<file path="config.mk">
export PLATFORM = sky130hd
export DESIGN_NAME = lrd_top
export DESIGN_NICKNAME = d
export VERILOG_FILES = /design/src/inc/lrd_pkg.sv /design/src/lrd_legacy_match.sv /design/src/lrd_top.sv
export SDC_FILE = /design/constraint.sdc
export NUM_CORES = 1
export LEC_CHECK = 0
export BUFFER_PORTS_ARGS = -buffer_cell sky130_fd_sc_hd__buf_4
export CORE_UTILIZATION = 40
export DETAILED_ROUTE_END_ITERATION = 6
export HOLD_SLACK_MARGIN = 0.02
export PLACE_DENSITY = 0.69
export SLEW_MARGIN = 20
export SYNTH_ARGS = -nofsm -noshare
export SYNTH_HDL_FRONTEND = slang
export SYNTH_SLANG_ARGS = --single-unit
</file>
<file path="constraint.sdc">
create_clock -name mclk_i -period 2.98 [get_ports mclk_i]
set_clock_uncertainty 0.15 [all_clocks]
set_input_delay 0.149 -clock mclk_i [delete_from_list [all_inputs] [get_ports mclk_i]]
set_output_delay 0.149 -clock mclk_i [all_outputs]
set_load 0.05 [all_outputs]
</file>
<file path="src/inc/lrd_pkg.sv">
// Package of register map, field positions and fixed legacy I/O ranges for the range decoder
package lrd_pkg;

  // Register byte offsets on the Wishbone bus
  localparam logic [15:0] OFS_ROUTE_EN   = 16'h2774;
  localparam logic [15:0] OFS_WDOG_BASE  = 16'h2778;
  localparam logic [15:0] OFS_PWR_BL     = 16'h27AC;
  localparam logic [15:0] OFS_PWR_CTL    = 16'h27B0;
  localparam logic [15:0] OFS_ACPI_BASE  = 16'h27B4;
  localparam logic [15:0] OFS_ACPI_TGT   = 16'h27B8;
  // Own registers: range selects and the global lock
  localparam logic [15:0] OFS_RANGE_SEL  = 16'h2770;
  localparam logic [15:0] OFS_LOCK       = 16'h27BC;

  // Writable masks per register, reserved bits read zero
  localparam logic [31:0] MSK_ROUTE_EN   = 32'h0000_030F;
  localparam logic [31:0] MSK_WDOG_BASE  = 32'h0000_FFE2;
  localparam logic [31:0] MSK_PWR_BL     = 32'hFFFF_FFFF;
  localparam logic [31:0] MSK_PWR_CTL    = 32'hFFFF_FFFF;
  localparam logic [31:0] MSK_ACPI_BASE  = 32'h00FC_FFFD;
  localparam logic [31:0] MSK_ACPI_TGT   = 32'hFFFF_FFFF;
  localparam logic [31:0] MSK_RANGE_SEL  = 32'h0000_1377;
  localparam logic [31:0] MSK_LOCK       = 32'h0000_0001;
  localparam logic [31:0] RST_VALUE      = 32'h0000_0000;

  // Route enable bits
  localparam int BIT_HGAME   = 9;
  localparam int BIT_LGAME   = 8;
  localparam int BIT_FLOPPY  = 3;
  localparam int BIT_PAR     = 2;
  localparam int BIT_SER_B   = 1;
  localparam int BIT_SER_A   = 0;
  // Range select fields
  localparam int BIT_FLOPPY_SEL = 12;
  localparam int LSB_PAR_SEL    = 8;
  localparam int LSB_SERB_SEL   = 4;
  localparam int LSB_SERA_SEL   = 0;
  // Watchdog window
  localparam int BIT_WDOG_EN    = 1;
  localparam int LSB_WDOG_BASE  = 5;
  localparam int MSB_WDOG_BASE  = 15;
  // Power range control
  localparam int BIT_PWR_EN     = 31;
  localparam logic [15:0] PWR_LIMIT_LOW = 16'hFFFF;
  localparam logic [15:0] PWR_BASE_LOW  = 16'h0000;
  // ACPI block
  localparam int BIT_ACPI_EN    = 0;
  localparam int LSB_ACPI_MASK  = 18;
  localparam int LSB_ACPI_ADDR  = 2;
  localparam int MSB_ACPI_ADDR  = 15;

  // Fixed ranges
  localparam logic [15:0] HGAME_LO = 16'h0208;
  localparam logic [15:0] HGAME_HI = 16'h020F;
  localparam logic [15:0] LGAME_LO = 16'h0200;
  localparam logic [15:0] LGAME_HI = 16'h0207;

  // Serial port 8-byte block starts, indexed by the 3-bit select
  localparam logic [15:0] SER_BASE [8] = '{16'h03F8, 16'h02F8, 16'h0220, 16'h0228,
                                           16'h0238, 16'h02E8, 16'h0338, 16'h03E8};
  // Parallel ranges: low block, high alias block, last offset within block
  localparam logic [15:0] PAR_BASE [3] = '{16'h0378, 16'h0278, 16'h038C};
  localparam logic [15:0] PAR_ALIAS    = 16'h0400;
  localparam logic [2:0]  PAR_LAST [3] = '{3'h7, 3'h7, 3'h6};
  localparam logic [1:0]  PAR_RSVD     = 2'h3;
  // Floppy primary and secondary block starts; offset 6 is excluded
  localparam logic [15:0] FLP_BASE [2] = '{16'h03F0, 16'h0370};
  localparam logic [2:0]  FLP_HOLE     = 3'h6;

  // Route destination encoding
  typedef enum logic [1:0] {LRD_DEF, LRD_ESPI, LRD_DEST} lrd_route_t;

endpackage

</file>
<file path="src/lrd_legacy_match.sv">
// Fixed legacy I/O range match for gameport, serial, parallel and floppy ports
`timescale 1ns/1ps
module lrd_legacy_match (
  input  wire logic [15:0] io_addr_i,     // I/O address of the cycle
  input  wire logic [31:0] route_en_i,    // Route enable register
  input  wire logic [31:0] range_sel_i,   // Range select register
  output logic             hit_o          // Cycle belongs to an enabled legacy range
);

  logic       hg_hit;     // High gameport hit
  logic       lg_hit;     // Low gameport hit
  logic       sa_hit;     // Serial A hit
  logic       sb_hit;     // Serial B hit
  logic       pp_hit;     // Parallel hit
  logic       fd_hit;     // Floppy hit
  logic [2:0] sa_sel;     // Serial A select
  logic [2:0] sb_sel;     // Serial B select
  logic [1:0] pp_sel;     // Parallel select
  logic       fd_sel;     // Floppy select
  logic [15:0] pp_lo;     // Parallel low block start

  assign sa_sel = range_sel_i[lrd_pkg::LSB_SERA_SEL +: 3];
  assign sb_sel = range_sel_i[lrd_pkg::LSB_SERB_SEL +: 3];
  assign pp_sel = range_sel_i[lrd_pkg::LSB_PAR_SEL +: 2];
  assign fd_sel = range_sel_i[lrd_pkg::BIT_FLOPPY_SEL];

  // Gameport windows are fixed
  assign hg_hit = route_en_i[lrd_pkg::BIT_HGAME] && io_addr_i >= lrd_pkg::HGAME_LO
                  && io_addr_i <= lrd_pkg::HGAME_HI;
  assign lg_hit = route_en_i[lrd_pkg::BIT_LGAME] && io_addr_i >= lrd_pkg::LGAME_LO
                  && io_addr_i <= lrd_pkg::LGAME_HI;

  // Serial ports each match an 8-byte block, independently
  assign sa_hit = route_en_i[lrd_pkg::BIT_SER_A]
                  && io_addr_i[15:3] == lrd_pkg::SER_BASE[sa_sel][15:3];
  assign sb_hit = route_en_i[lrd_pkg::BIT_SER_B]
                  && io_addr_i[15:3] == lrd_pkg::SER_BASE[sb_sel][15:3];

  // Parallel port: primary block plus alias 400h above; reserved code claims nothing
  always_comb begin
    pp_hit = 1'b0;
    pp_lo  = 16'h0000;
    if (route_en_i[lrd_pkg::BIT_PAR] && pp_sel != lrd_pkg::PAR_RSVD) begin
      pp_lo = lrd_pkg::PAR_BASE[pp_sel];
      // Both blocks share the offset bits; compare with the block start and with block start plus 400h
      if ((io_addr_i[15:3] == pp_lo[15:3]
           || io_addr_i[15:3] == 13'(16'(pp_lo + lrd_pkg::PAR_ALIAS) >> 3))
          && io_addr_i[2:0] >= pp_lo[2:0]
          && io_addr_i[2:0] <= lrd_pkg::PAR_LAST[pp_sel]) begin
        pp_hit = 1'b1;
      end
    end
  end

  // Floppy: six ports plus one, skipping the offset 6 port
  assign fd_hit = route_en_i[lrd_pkg::BIT_FLOPPY]
                  && io_addr_i[15:3] == lrd_pkg::FLP_BASE[fd_sel][15:3]
                  && io_addr_i[2:0] != lrd_pkg::FLP_HOLE;

  assign hit_o = hg_hit | lg_hit | sa_hit | sb_hit | pp_hit | fd_hit;

endmodule

</file>
<file path="src/lrd_top.sv">
// Legacy I/O range decoder: Wishbone register file and cycle routing
//
// The Wishbone interface to the registers was left to the implementer.
`timescale 1ns/1ps
module lrd_top (
  input  wire logic        mclk_i,          // System clock, 200 MHz
  input  wire logic        rst_i,           // Synchronous reset, active high
  // Wishbone classic slave
  input  wire logic        wb_cyc_i,        // Bus cycle
  input  wire logic        wb_stb_i,        // Strobe
  input  wire logic        wb_we_i,         // Write enable
  input  wire logic [15:0] wb_adr_i,        // Byte address
  input  wire logic [3:0]  wb_sel_i,        // Byte lane selects
  input  wire logic [31:0] wb_dat_i,        // Write data
  output logic      [31:0] wb_dat_o,        // Read data
  output logic             wb_ack_o,        // Acknowledge
  // Upstream host cycle
  input  wire logic        cyc_valid_i,     // Cycle present
  input  wire logic        cyc_is_mem_i,    // 1 memory cycle, 0 I/O cycle
  input  wire logic        cyc_write_i,     // Write direction
  input  wire logic [31:0] cyc_addr_i,      // Address
  input  wire logic [31:0] cyc_data_i,      // Write data
  output logic             cyc_ready_o,     // Cycle accepted
  // Routed cycle
  output logic             out_valid_o,     // Routed cycle present
  output logic [1:0]       out_route_o,     // Destination kind
  output logic [31:0]      out_dest_id_o,   // Destination ID for programmed routes
  output logic             out_write_o,     // Write direction
  output logic [31:0]      out_addr_o,      // Address, unmodified
  output logic [31:0]      out_data_o,      // Data, unmodified
  input  wire logic        out_ready_i      // Downstream accepts
);

  // Registers
  logic [31:0] route_en_q;     // Legacy route enables
  logic [31:0] wdog_base_q;    // Watchdog window base and enable
  logic [31:0] pwr_bl_q;       // Power range base and limit
  logic [31:0] pwr_ctl_q;      // Power range enable and target
  logic [31:0] acpi_base_q;    // ACPI block address, mask, enable
  logic [31:0] acpi_tgt_q;     // ACPI target ID
  logic [31:0] range_sel_q;    // Legacy range selects
  logic        lock_q;         // Global configuration lock

  // Bus decode
  logic        wb_req;         // Request present this cycle
  logic        wb_wr;          // Write taken at acknowledge
  logic [31:0] lane_mask;      // Byte lanes as a bit mask
  logic [31:0] rd_d;           // Read mux

  // Output stage
  logic        out_valid_q;    // Held cycle valid
  logic [1:0]  out_route_q;    // Held route
  logic [31:0] out_dest_q;     // Held destination
  logic        out_write_q;    // Held direction
  logic [31:0] out_addr_q;     // Held address
  logic [31:0] out_data_q;     // Held data

  // Decode results
  logic        legacy_hit;     // Legacy fixed range hit
  logic        wdog_hit;       // Watchdog window hit
  logic        pwr_hit;        // Power memory range hit
  logic        acpi_hit;       // ACPI block hit
  logic [31:0] pwr_limit;      // Full limit address
  logic [31:0] pwr_base;       // Full base address
  logic [13:0] acpi_care;      // Address bits compared for ACPI
  lrd_pkg::lrd_route_t route_d; // Route decided for the incoming cycle
  logic [31:0] dest_d;         // Destination decided

  // Single-wait-state answer: ack one cycle after the request, dropped after
  assign wb_req = wb_cyc_i && wb_stb_i && !wb_ack_o;
  assign wb_wr  = wb_req && wb_we_i;

  // Expand byte selects into a bit mask
  genvar g;
  generate
    for (g = 0; g < 4; g++) begin : g_lane
      assign lane_mask[8*g +: 8] = {8{wb_sel_i[g]}};
    end
  endgenerate

  // Merge helper: keep writable, selected bits from the bus
  function automatic logic [31:0] merge(input logic [31:0] old_v,
                                        input logic [31:0] new_v,
                                        input logic [31:0] wmask,
                                        input logic [31:0] lmask);
    logic [31:0] m;
    m = wmask & lmask;
    return (old_v & ~m) | (new_v & m);
  endfunction

  // Acknowledge; unmapped addresses are acked too and read zero
  always_ff @(posedge mclk_i) begin
    if (rst_i) begin
      wb_ack_o <= 1'b0;
    end else begin
      wb_ack_o <= wb_req;
    end
  end

  // Read multiplexer
  always_comb begin
    unique case (wb_adr_i)
      lrd_pkg::OFS_ROUTE_EN:  rd_d = route_en_q;
      lrd_pkg::OFS_WDOG_BASE: rd_d = wdog_base_q;
      lrd_pkg::OFS_PWR_BL:    rd_d = pwr_bl_q;
      lrd_pkg::OFS_PWR_CTL:   rd_d = pwr_ctl_q;
      lrd_pkg::OFS_ACPI_BASE: rd_d = acpi_base_q;
      lrd_pkg::OFS_ACPI_TGT:  rd_d = acpi_tgt_q;
      lrd_pkg::OFS_RANGE_SEL: rd_d = range_sel_q;
      lrd_pkg::OFS_LOCK:      rd_d = {31'h0000_0000, lock_q};
      default:                rd_d = lrd_pkg::RST_VALUE;   // Unmapped reads zero
    endcase
  end

  // Read data registered alongside ack
  always_ff @(posedge mclk_i) begin
    if (rst_i) begin
      wb_dat_o <= lrd_pkg::RST_VALUE;
    end else if (wb_req && !wb_we_i) begin
      wb_dat_o <= rd_d;
    end
  end

  // Decode registers; all writes dropped while locked, no error reported
  always_ff @(posedge mclk_i) begin
    if (rst_i) begin
      route_en_q  <= lrd_pkg::RST_VALUE;
      wdog_base_q <= lrd_pkg::RST_VALUE;
      pwr_bl_q    <= lrd_pkg::RST_VALUE;
      pwr_ctl_q   <= lrd_pkg::RST_VALUE;
      acpi_base_q <= lrd_pkg::RST_VALUE;
      acpi_tgt_q  <= lrd_pkg::RST_VALUE;
      range_sel_q <= lrd_pkg::RST_VALUE;
    end else if (wb_wr && !lock_q) begin
      unique case (wb_adr_i)
        lrd_pkg::OFS_ROUTE_EN:
          route_en_q  <= merge(route_en_q, wb_dat_i, lrd_pkg::MSK_ROUTE_EN, lane_mask);
        lrd_pkg::OFS_WDOG_BASE:
          wdog_base_q <= merge(wdog_base_q, wb_dat_i, lrd_pkg::MSK_WDOG_BASE, lane_mask);
        lrd_pkg::OFS_PWR_BL:
          pwr_bl_q    <= merge(pwr_bl_q, wb_dat_i, lrd_pkg::MSK_PWR_BL, lane_mask);
        lrd_pkg::OFS_PWR_CTL:
          pwr_ctl_q   <= merge(pwr_ctl_q, wb_dat_i, lrd_pkg::MSK_PWR_CTL, lane_mask);
        lrd_pkg::OFS_ACPI_BASE:
          acpi_base_q <= merge(acpi_base_q, wb_dat_i, lrd_pkg::MSK_ACPI_BASE, lane_mask);
        lrd_pkg::OFS_ACPI_TGT:
          acpi_tgt_q  <= merge(acpi_tgt_q, wb_dat_i, lrd_pkg::MSK_ACPI_TGT, lane_mask);
        lrd_pkg::OFS_RANGE_SEL:
          range_sel_q <= merge(range_sel_q, wb_dat_i, lrd_pkg::MSK_RANGE_SEL, lane_mask);
        default: ;                                         // Other addresses store nothing
      endcase
    end
  end

  // Lock is set-once; only reset clears it, so a locked map cannot be reopened
  always_ff @(posedge mclk_i) begin
    if (rst_i) begin
      lock_q <= 1'b0;
    end else if (wb_wr && wb_adr_i == lrd_pkg::OFS_LOCK && wb_sel_i[0]
                 && wb_dat_i[0]) begin
      lock_q <= 1'b1;
    end
  end

  // Fixed legacy ranges live in the helper module
  lrd_legacy_match u_legacy (
    .io_addr_i   (cyc_addr_i[15:0]),
    .route_en_i  (route_en_q),
    .range_sel_i (range_sel_q),
    .hit_o       (legacy_hit)
  );

  // Watchdog window: compare address bits 15:5 against the base
  assign wdog_hit = wdog_base_q[lrd_pkg::BIT_WDOG_EN]
                    && cyc_addr_i[lrd_pkg::MSB_WDOG_BASE:lrd_pkg::LSB_WDOG_BASE]
                       == wdog_base_q[lrd_pkg::MSB_WDOG_BASE:lrd_pkg::LSB_WDOG_BASE];

  // Power memory range limits, both ends inclusive
  assign pwr_limit = {pwr_bl_q[31:16], lrd_pkg::PWR_LIMIT_LOW};
  assign pwr_base  = {pwr_bl_q[15:0], lrd_pkg::PWR_BASE_LOW};
  assign pwr_hit   = pwr_ctl_q[lrd_pkg::BIT_PWR_EN]
                     && cyc_addr_i >= pwr_base && cyc_addr_i <= pwr_limit;

  // ACPI block: mask clears compare on bits 7:2; bits 1:0 never compared
  assign acpi_care = {8'hFF, ~acpi_base_q[lrd_pkg::LSB_ACPI_MASK +: 6]};
  assign acpi_hit  = acpi_base_q[lrd_pkg::BIT_ACPI_EN]
                     && ((cyc_addr_i[lrd_pkg::MSB_ACPI_ADDR:lrd_pkg::LSB_ACPI_ADDR]
                         ^ acpi_base_q[lrd_pkg::MSB_ACPI_ADDR:lrd_pkg::LSB_ACPI_ADDR])
                         & acpi_care) == 14'h0000;

  // Route priority: ACPI, watchdog, legacy for I/O; power range for memory
  always_comb begin
    route_d = lrd_pkg::LRD_DEF;
    dest_d  = lrd_pkg::RST_VALUE;
    if (cyc_is_mem_i) begin
      if (pwr_hit) begin
        route_d = lrd_pkg::LRD_DEST;
        dest_d  = {1'b0, pwr_ctl_q[30:0]};
      end
    end else if (acpi_hit) begin
      route_d = lrd_pkg::LRD_DEST;
      dest_d  = acpi_tgt_q;
    end else if (wdog_hit || legacy_hit) begin
      route_d = lrd_pkg::LRD_ESPI;
    end
  end

  // Stage accepts a new cycle when empty or draining this edge
  assign cyc_ready_o = !out_valid_q || out_ready_i;

  // Output stage: address and data pass through untouched
  always_ff @(posedge mclk_i) begin
    if (rst_i) begin
      out_valid_q <= 1'b0;
      out_route_q <= lrd_pkg::LRD_DEF;
      out_dest_q  <= lrd_pkg::RST_VALUE;
      out_write_q <= 1'b0;
      out_addr_q  <= lrd_pkg::RST_VALUE;
      out_data_q  <= lrd_pkg::RST_VALUE;
    end else if (cyc_ready_o) begin
      out_valid_q <= cyc_valid_i;
      if (cyc_valid_i) begin
        out_route_q <= route_d;
        out_dest_q  <= dest_d;
        out_write_q <= cyc_write_i;
        out_addr_q  <= cyc_addr_i;
        out_data_q  <= cyc_data_i;
      end
    end
  end

  assign out_valid_o   = out_valid_q;
  assign out_route_o   = out_route_q;
  assign out_dest_id_o = out_dest_q;
  assign out_write_o   = out_write_q;
  assign out_addr_o    = out_addr_q;
  assign out_data_o    = out_data_q;

endmodule

</file>
### Word level (Yosys, flattened, before mapping)

Memories as Yosys holds them, arrays and structs flattened.
Cells that the tools add are included.

| cells by class | value |
|---|---|
| add/sub/neg operators | 1 |
| $lt $le $gt $ge | 12 |
| equality and inequality tests | 16 |
| multiplexer cells | 23 |
| bitwise logic cells | 36 |
| reduce and logical (&&, ||, !) cells | 39 |

Operators by type and width:

| operator | number |
|---|---|
| $and A32 B32 Y32 | 8 |
| $pmux W32 S8 | 1 |
| $or A32 B32 Y32 | 7 |
| $eq A16 B14 Y1 const B | 8 |
| $mux W16 | 8 |
| $eq A13 B13 Y1 | 5 |
| $mux W32 | 2 |
| $and A32 B10 Y32 | 1 |
| $and A32 B13 Y32 | 1 |
| $and A32 B16 Y32 | 1 |
| $and A32 B24 Y32 | 1 |
| $bmux W16 S2 | 1 |
| $ge A16 B10 Y1 const B | 2 |
| $ge A32 B32 Y1 | 1 |
| $le A16 B10 Y1 const B | 2 |
| $le A32 B32 Y1 | 1 |
| $not A10 Y32 | 1 |
| $not A13 Y32 | 1 |
| $not A16 Y32 | 1 |
| $not A24 Y32 | 1 |
| $not A32 Y32 | 1 |
| $mux W31 | 1 |
| $logic_and A1 B1 Y1 | 23 |
| $add A16 B11 Y16 const B | 1 |
| 24 further kinds | 47 |

| storage, ports and cells | value |
|---|---|
| bits in registers | 358 |
| bits in read-only memories | 256 |
| input port bits | 125 |
| output and inout bits | 134 |
| word-level logic and storage cells | 145 |
| memories | 2 |

Memory list:

| name | depth | width | read ports | clocked after Yosys merged registers in | write ports | line | source |
|---|---|---|---|---|---|---|---|
| (name not given) | 8 | 16 | 1 | 0 | 0 | lrd_legacy_match.sv:37 | `&& io_addr_i[15:3] == lrd_pkg::SER_BASE[sb_sel][15:3];` |
| (name not given) | 8 | 16 | 1 | 0 | 0 | lrd_legacy_match.sv:35 | `&& io_addr_i[15:3] == lrd_pkg::SER_BASE[sa_sel][15:3];` |

### Longest topological paths before layout

| logic depth | value |
|---|---|
| word-level depth | 17 |
| gate-level depth with buffers | 9 |
| depth with buffers taken out | 8 |

### Modules after synthesis

Synthesis repeated with hierarchy kept, for this count alone.

| unflattened totals | value |
|---|---|
| cell total of the unflattened synthesis | 1579 |
| area total of the unflattened synthesis | 12938.7 um2 |

Modules (own cells, without submodules):

| module | instances | cells each | area each (um2) | seq. area each (um2) |
|---|---|---|---|---|
| lrd_top | 1 | 1499 | 12380.6 | 5565.3 |
| lrd_legacy_match | 1 | 80 | 558.0 | 0.0 |

### Worst setup path before layout

Ideal clock, no wire load.

| path | value |
|---|---|
| path type | register to register |
| start | reg out_valid_q, in the netlist out_valid_o |
| end | reg out_dest_q[29], in the netlist out_dest_id_o[29] |
| setup time | 122 ps |
| arrival time | 2400 ps |
| data required time | 2708 ps |
| slack | 308 ps |
| stages on the path, launching flop included | 9 |
| buffers on the path | 2 |
| clock period less this slack | 2672 ps |
| path through | dfxtp_1 > nand2b_1 > and2_1 > buf_2 > clkbuf_1 > nor2_1 > nor2_1 > and3_1 > a311o_1 |

| between the ends | value |
|---|---|
| cells in the longest elaborated chain, start to end | 3 |

RTL lines:

| what | line | source |
|---|---|---|
| start, declared | lrd_top.sv:51 | `logic out_valid_q;` |
| start signal, assigned | lrd_top.sv:221 | `out_valid_q <= cyc_valid_i;` |
| $logic_not A1 Y1 | lrd_top.sv:209 | `assign cyc_ready_o = !out_valid_q \|\| out_ready_i;` |
| $logic_or A1 B1 Y1 | lrd_top.sv:209 |  |
| named net cyc_ready_o | lrd_top.sv:23 | `output logic cyc_ready_o,` |
| $reduce_and A2 Y1 (no line) | - |  |
| end signal, assigned | lrd_top.sv:216 | `out_dest_q <= lrd_pkg::RST_VALUE;` |
| end signal, assigned | lrd_top.sv:224 | `out_dest_q <= dest_d;` |
| end, declared | lrd_top.sv:53 | `logic [31:0] out_dest_q;` |

The timed path passes the listed nets, and every way through them passes these cells.
A chain may end at the register's enable or synchronous reset.

==> results.md <==
- Worst EP arrival: 3.12 ns
- Post-route setup TNS: 0 ns
- Register area: 5570 um2
- R2R depth: 8
- Total of max-cap violations: 0
- Worst Path Required: 3.33 ns
- Global routing's busiest layer: met2
- Share of cells above drive strength 1: 19.1%
- Clock tree buffer depth: 3
- Setup-failing EPs final: 0
- Final period util: 92.8%
- Clk root buf: clkbuf_16
- Met2 global-route usage: 47.3%
- Synth Flop Type: dfxtp_1
- Num Clock Sinks: 278
- # IOs: 259
- Reg2reg setup slack: 0.21 ns
- Vias/cell: 5.68
- Hold_sp: wb_adr_i[5]
- Worst setup path endpoint: out_dest_id_o[5]
- # fillers: 2879
- Cells after Synth: 1638
- VDD IR max: 0.424 mV
- M3 GR Usage: 4.47%
- Buffers on Ports: 258
- Clk_lat worst skew: 0.56 ns
- Largest net degree at the start of global routing: 88
- DRC: 4
- Synth cell types: 70
- Initial antenna violation count: 0
- Element type at the critical path start: flip-flop
- P_leak: 6.85 nW
- Routed wire length: 48.4 mm
- Ys Warns: 0
- Rows: 65
- Syn avg cell area: 7.91 um2
- Fin. max-slew vios: 0
- First-pass GRT wire length: 74.0 mm
- Synthesized area: 12900 um2
- Core area: 31700 um2
- Inst Count DP: 2240
- Register area share after synthesis: 43.0%
- Design Area, Final: 17600 um2
- Post-synth top area share: 43.0%
- Die W: 182 um
- Post-synth EDFFs: 0
- Synthesized flop and latch total: 278
- Post-DP Area: 15300 um2
- # Post-CTS Setup Buffers: 0
- Power per cell area: 514 nW/um2
- Die area: 33100 um2
- RD Place Congestion: 0.927
- Multi-input gate area: 6760 um2
- Critical path class: reg -> reg
- Vias in the first global route: 13300
- R2r endpoint: out_dest_id_o[5]
- Antenna viol nets, final: 0
- Die extent in y: 182 um
- Net Count, Synth: 1799
- Num CTS Buffers: 31
- Total global routing overflow: 0
- Hold Crit Class: in -> reg
- Vias: 13700
- Setup crit end kind: flip-flop
- H-tree levels: 1
- Starting density of the core: 40.8%
- RSZ-0062 raised after global routing: false
- Async SR Flop Fraction: 0%
- Dominant cells by area after synthesis: dfxtp_1 43%, nand2_1 11%, a21oi_1 8.7%, ha_1 3.5%, nor2_1 3.4%
- Violated checks: DRC
- F_max: 362 MHz
- Synth-to-layout area growth: 35.6%
- Routed wire per std cell: 20.0 um
- CTS tree: built
- CTS clk-pin slew, worst paths: 0.06 ns
- Worst-Margin Slew: 1.02 ns
- Total Routing Usage GR: 28.6%
- Hpwl dp: 33.9 mm
- Antenna Cells: 0
- Max FO, Critical Path: 32
- Post-layout net count: 2149
- Status: complete, but fails checks
- Final std cells w/o fill: 2415
- Met1 GRT Util: 36.6%
- First-pass DRT Iterations: 7
- Initial DRC Count: 1416
- Fin. Hold Viols: 0
- Slew margin rel.: 31.8%
- Synth area leader: dfxtp_1
- Minimum clock period: 2.77 ns
## final cells by class
type	instances	area share, %
clock buffers	42	4.94
clock inverters	16	1.10
inverters	40	0.855
multi-input cells	1211	38.5
flip-flops and latches	278	31.7
well taps	402	2.86
repair buffers	426	20.1
## cell usage in the layout, fill, tap and decap left out, drive strengths merged, types with 22 or more instances in the layout
cell type	Yosys	layout
nand2	376	376
buf	31	308
dfxtp	278	278
a21oi	226	226
nor2	118	118
dlygate4sd3	0	117
nand3	45	45
o21ai	44	44
nor3	44	44
clkbuf	78	43
inv	40	42
a22oi	36	36
ha	36	36
and3	31	31
a311o	31	31
xnor2	25	25
a21o	22	22
## worst max-delay path, stage by stage, from the launching register on
cell and delay [ns]:
dfxtp_1 0.35, inv_1 0.05, ha_1 0.28, or4b_2 0.58, nor3_1 0.14, nand4_1 0.22
a32oi_2 0.26, buf_4 0.42, a311o_1 0.25
## where the power goes
part           switching [mW]  internal, mW  total (mW)
sequential             0.0469          3.80        3.84
combinational           0.751         0.451        1.20
clock                    1.59          2.38        3.98
total                    2.39          6.63        9.02
## synthesized netlist by cell type, drive strengths merged, types with 2 or more instances
cell type / number
a211oi: 4
a21boi: 2
a21o: 22
a21oi: 226
a222oi: 18
a22oi: 36
a311o: 31
a31oi: 15
a32oi: 4
and2: 11
and3: 31
buf: 31
clkbuf: 78
dfxtp: 278
ha: 36
inv: 40
mux2i: 20
nand2: 376
nand2b: 19
nand3: 45
nand3b: 2
nand4: 15
nand4b: 2
nor2: 118
nor2b: 3
nor3: 44
nor4: 11
o2111ai: 2
o211ai: 4
o21ai: 44
o21bai: 2
o22ai: 2
o32ai: 2
or2: 3
or3: 7
or3b: 2
or4: 4
or4b: 2
xnor2: 25
xor2: 5
## how the worst min path moves through the flow
stage | end | slack [ns] | cells past startpoint
floorplan | out_valid_o | 0.13 | 2
global placement | out_write_o | 0.25 | 3
detailed placement | out_data_o[30] | 0.26 | 3
CTS | lock_q | 0.02 | 5
global route | lock_q | 0.12 | 5
finish | lock_q | 0.06 | 5
## cell families (layout without fill, tap and decap cells)
| group | count (synthesis) | in the layout | share of synthesized area [%] |
|---|---|---|---|
| AO/OA/AOI/OAI | 423 | 423 | 20.3 |
| XOR/XNOR | 30 | 30 | 2.03 |
| adder cells (fa/ha/maj) | 36 | 36 | 3.48 |
| buffers and inverters | 149 | 524 | 4.88 |
| flip-flops | 278 | 278 | 43.0 |
| multiplexers | 21 | 21 | 1.63 |
| AND/OR/NAND/NOR | 701 | 701 | 24.7 |
## routing by layer
layer	part of all wire (%)	vias to the layer above	wire (um)
met4	4.3	0	2100
met2	46	664	22300
met1	41	6464	19700
met5	0	-	0
li1	-	6464	-
met3	8.8	126	4270
## metrics by stage
stage	setup WS, ns	hold slack (ns)	total power, mW	utilization (%)
2_1_floorplan	0.308	0.128	4.54	-
3_3_place_gp	0.330	0.245	4.97	48.3
3_5_place_dp	0.255	0.256	4.99	48.3
4_1_cts	0.241	0.0218	9.07	55.4
5_1_grt	0.0803	0.115	9.30	55.4
6_report	0.214	0.0560	9.02	55.4
## timing repair
item / in CTS / in global routing
hold endpoints to repair: 214 / 0
resized for setup: 0 / 0
hold buffers: 117 / 0
setup endpoints to repair: 0 / 0
No activity file was read; power rests on OpenSTA's default activity.
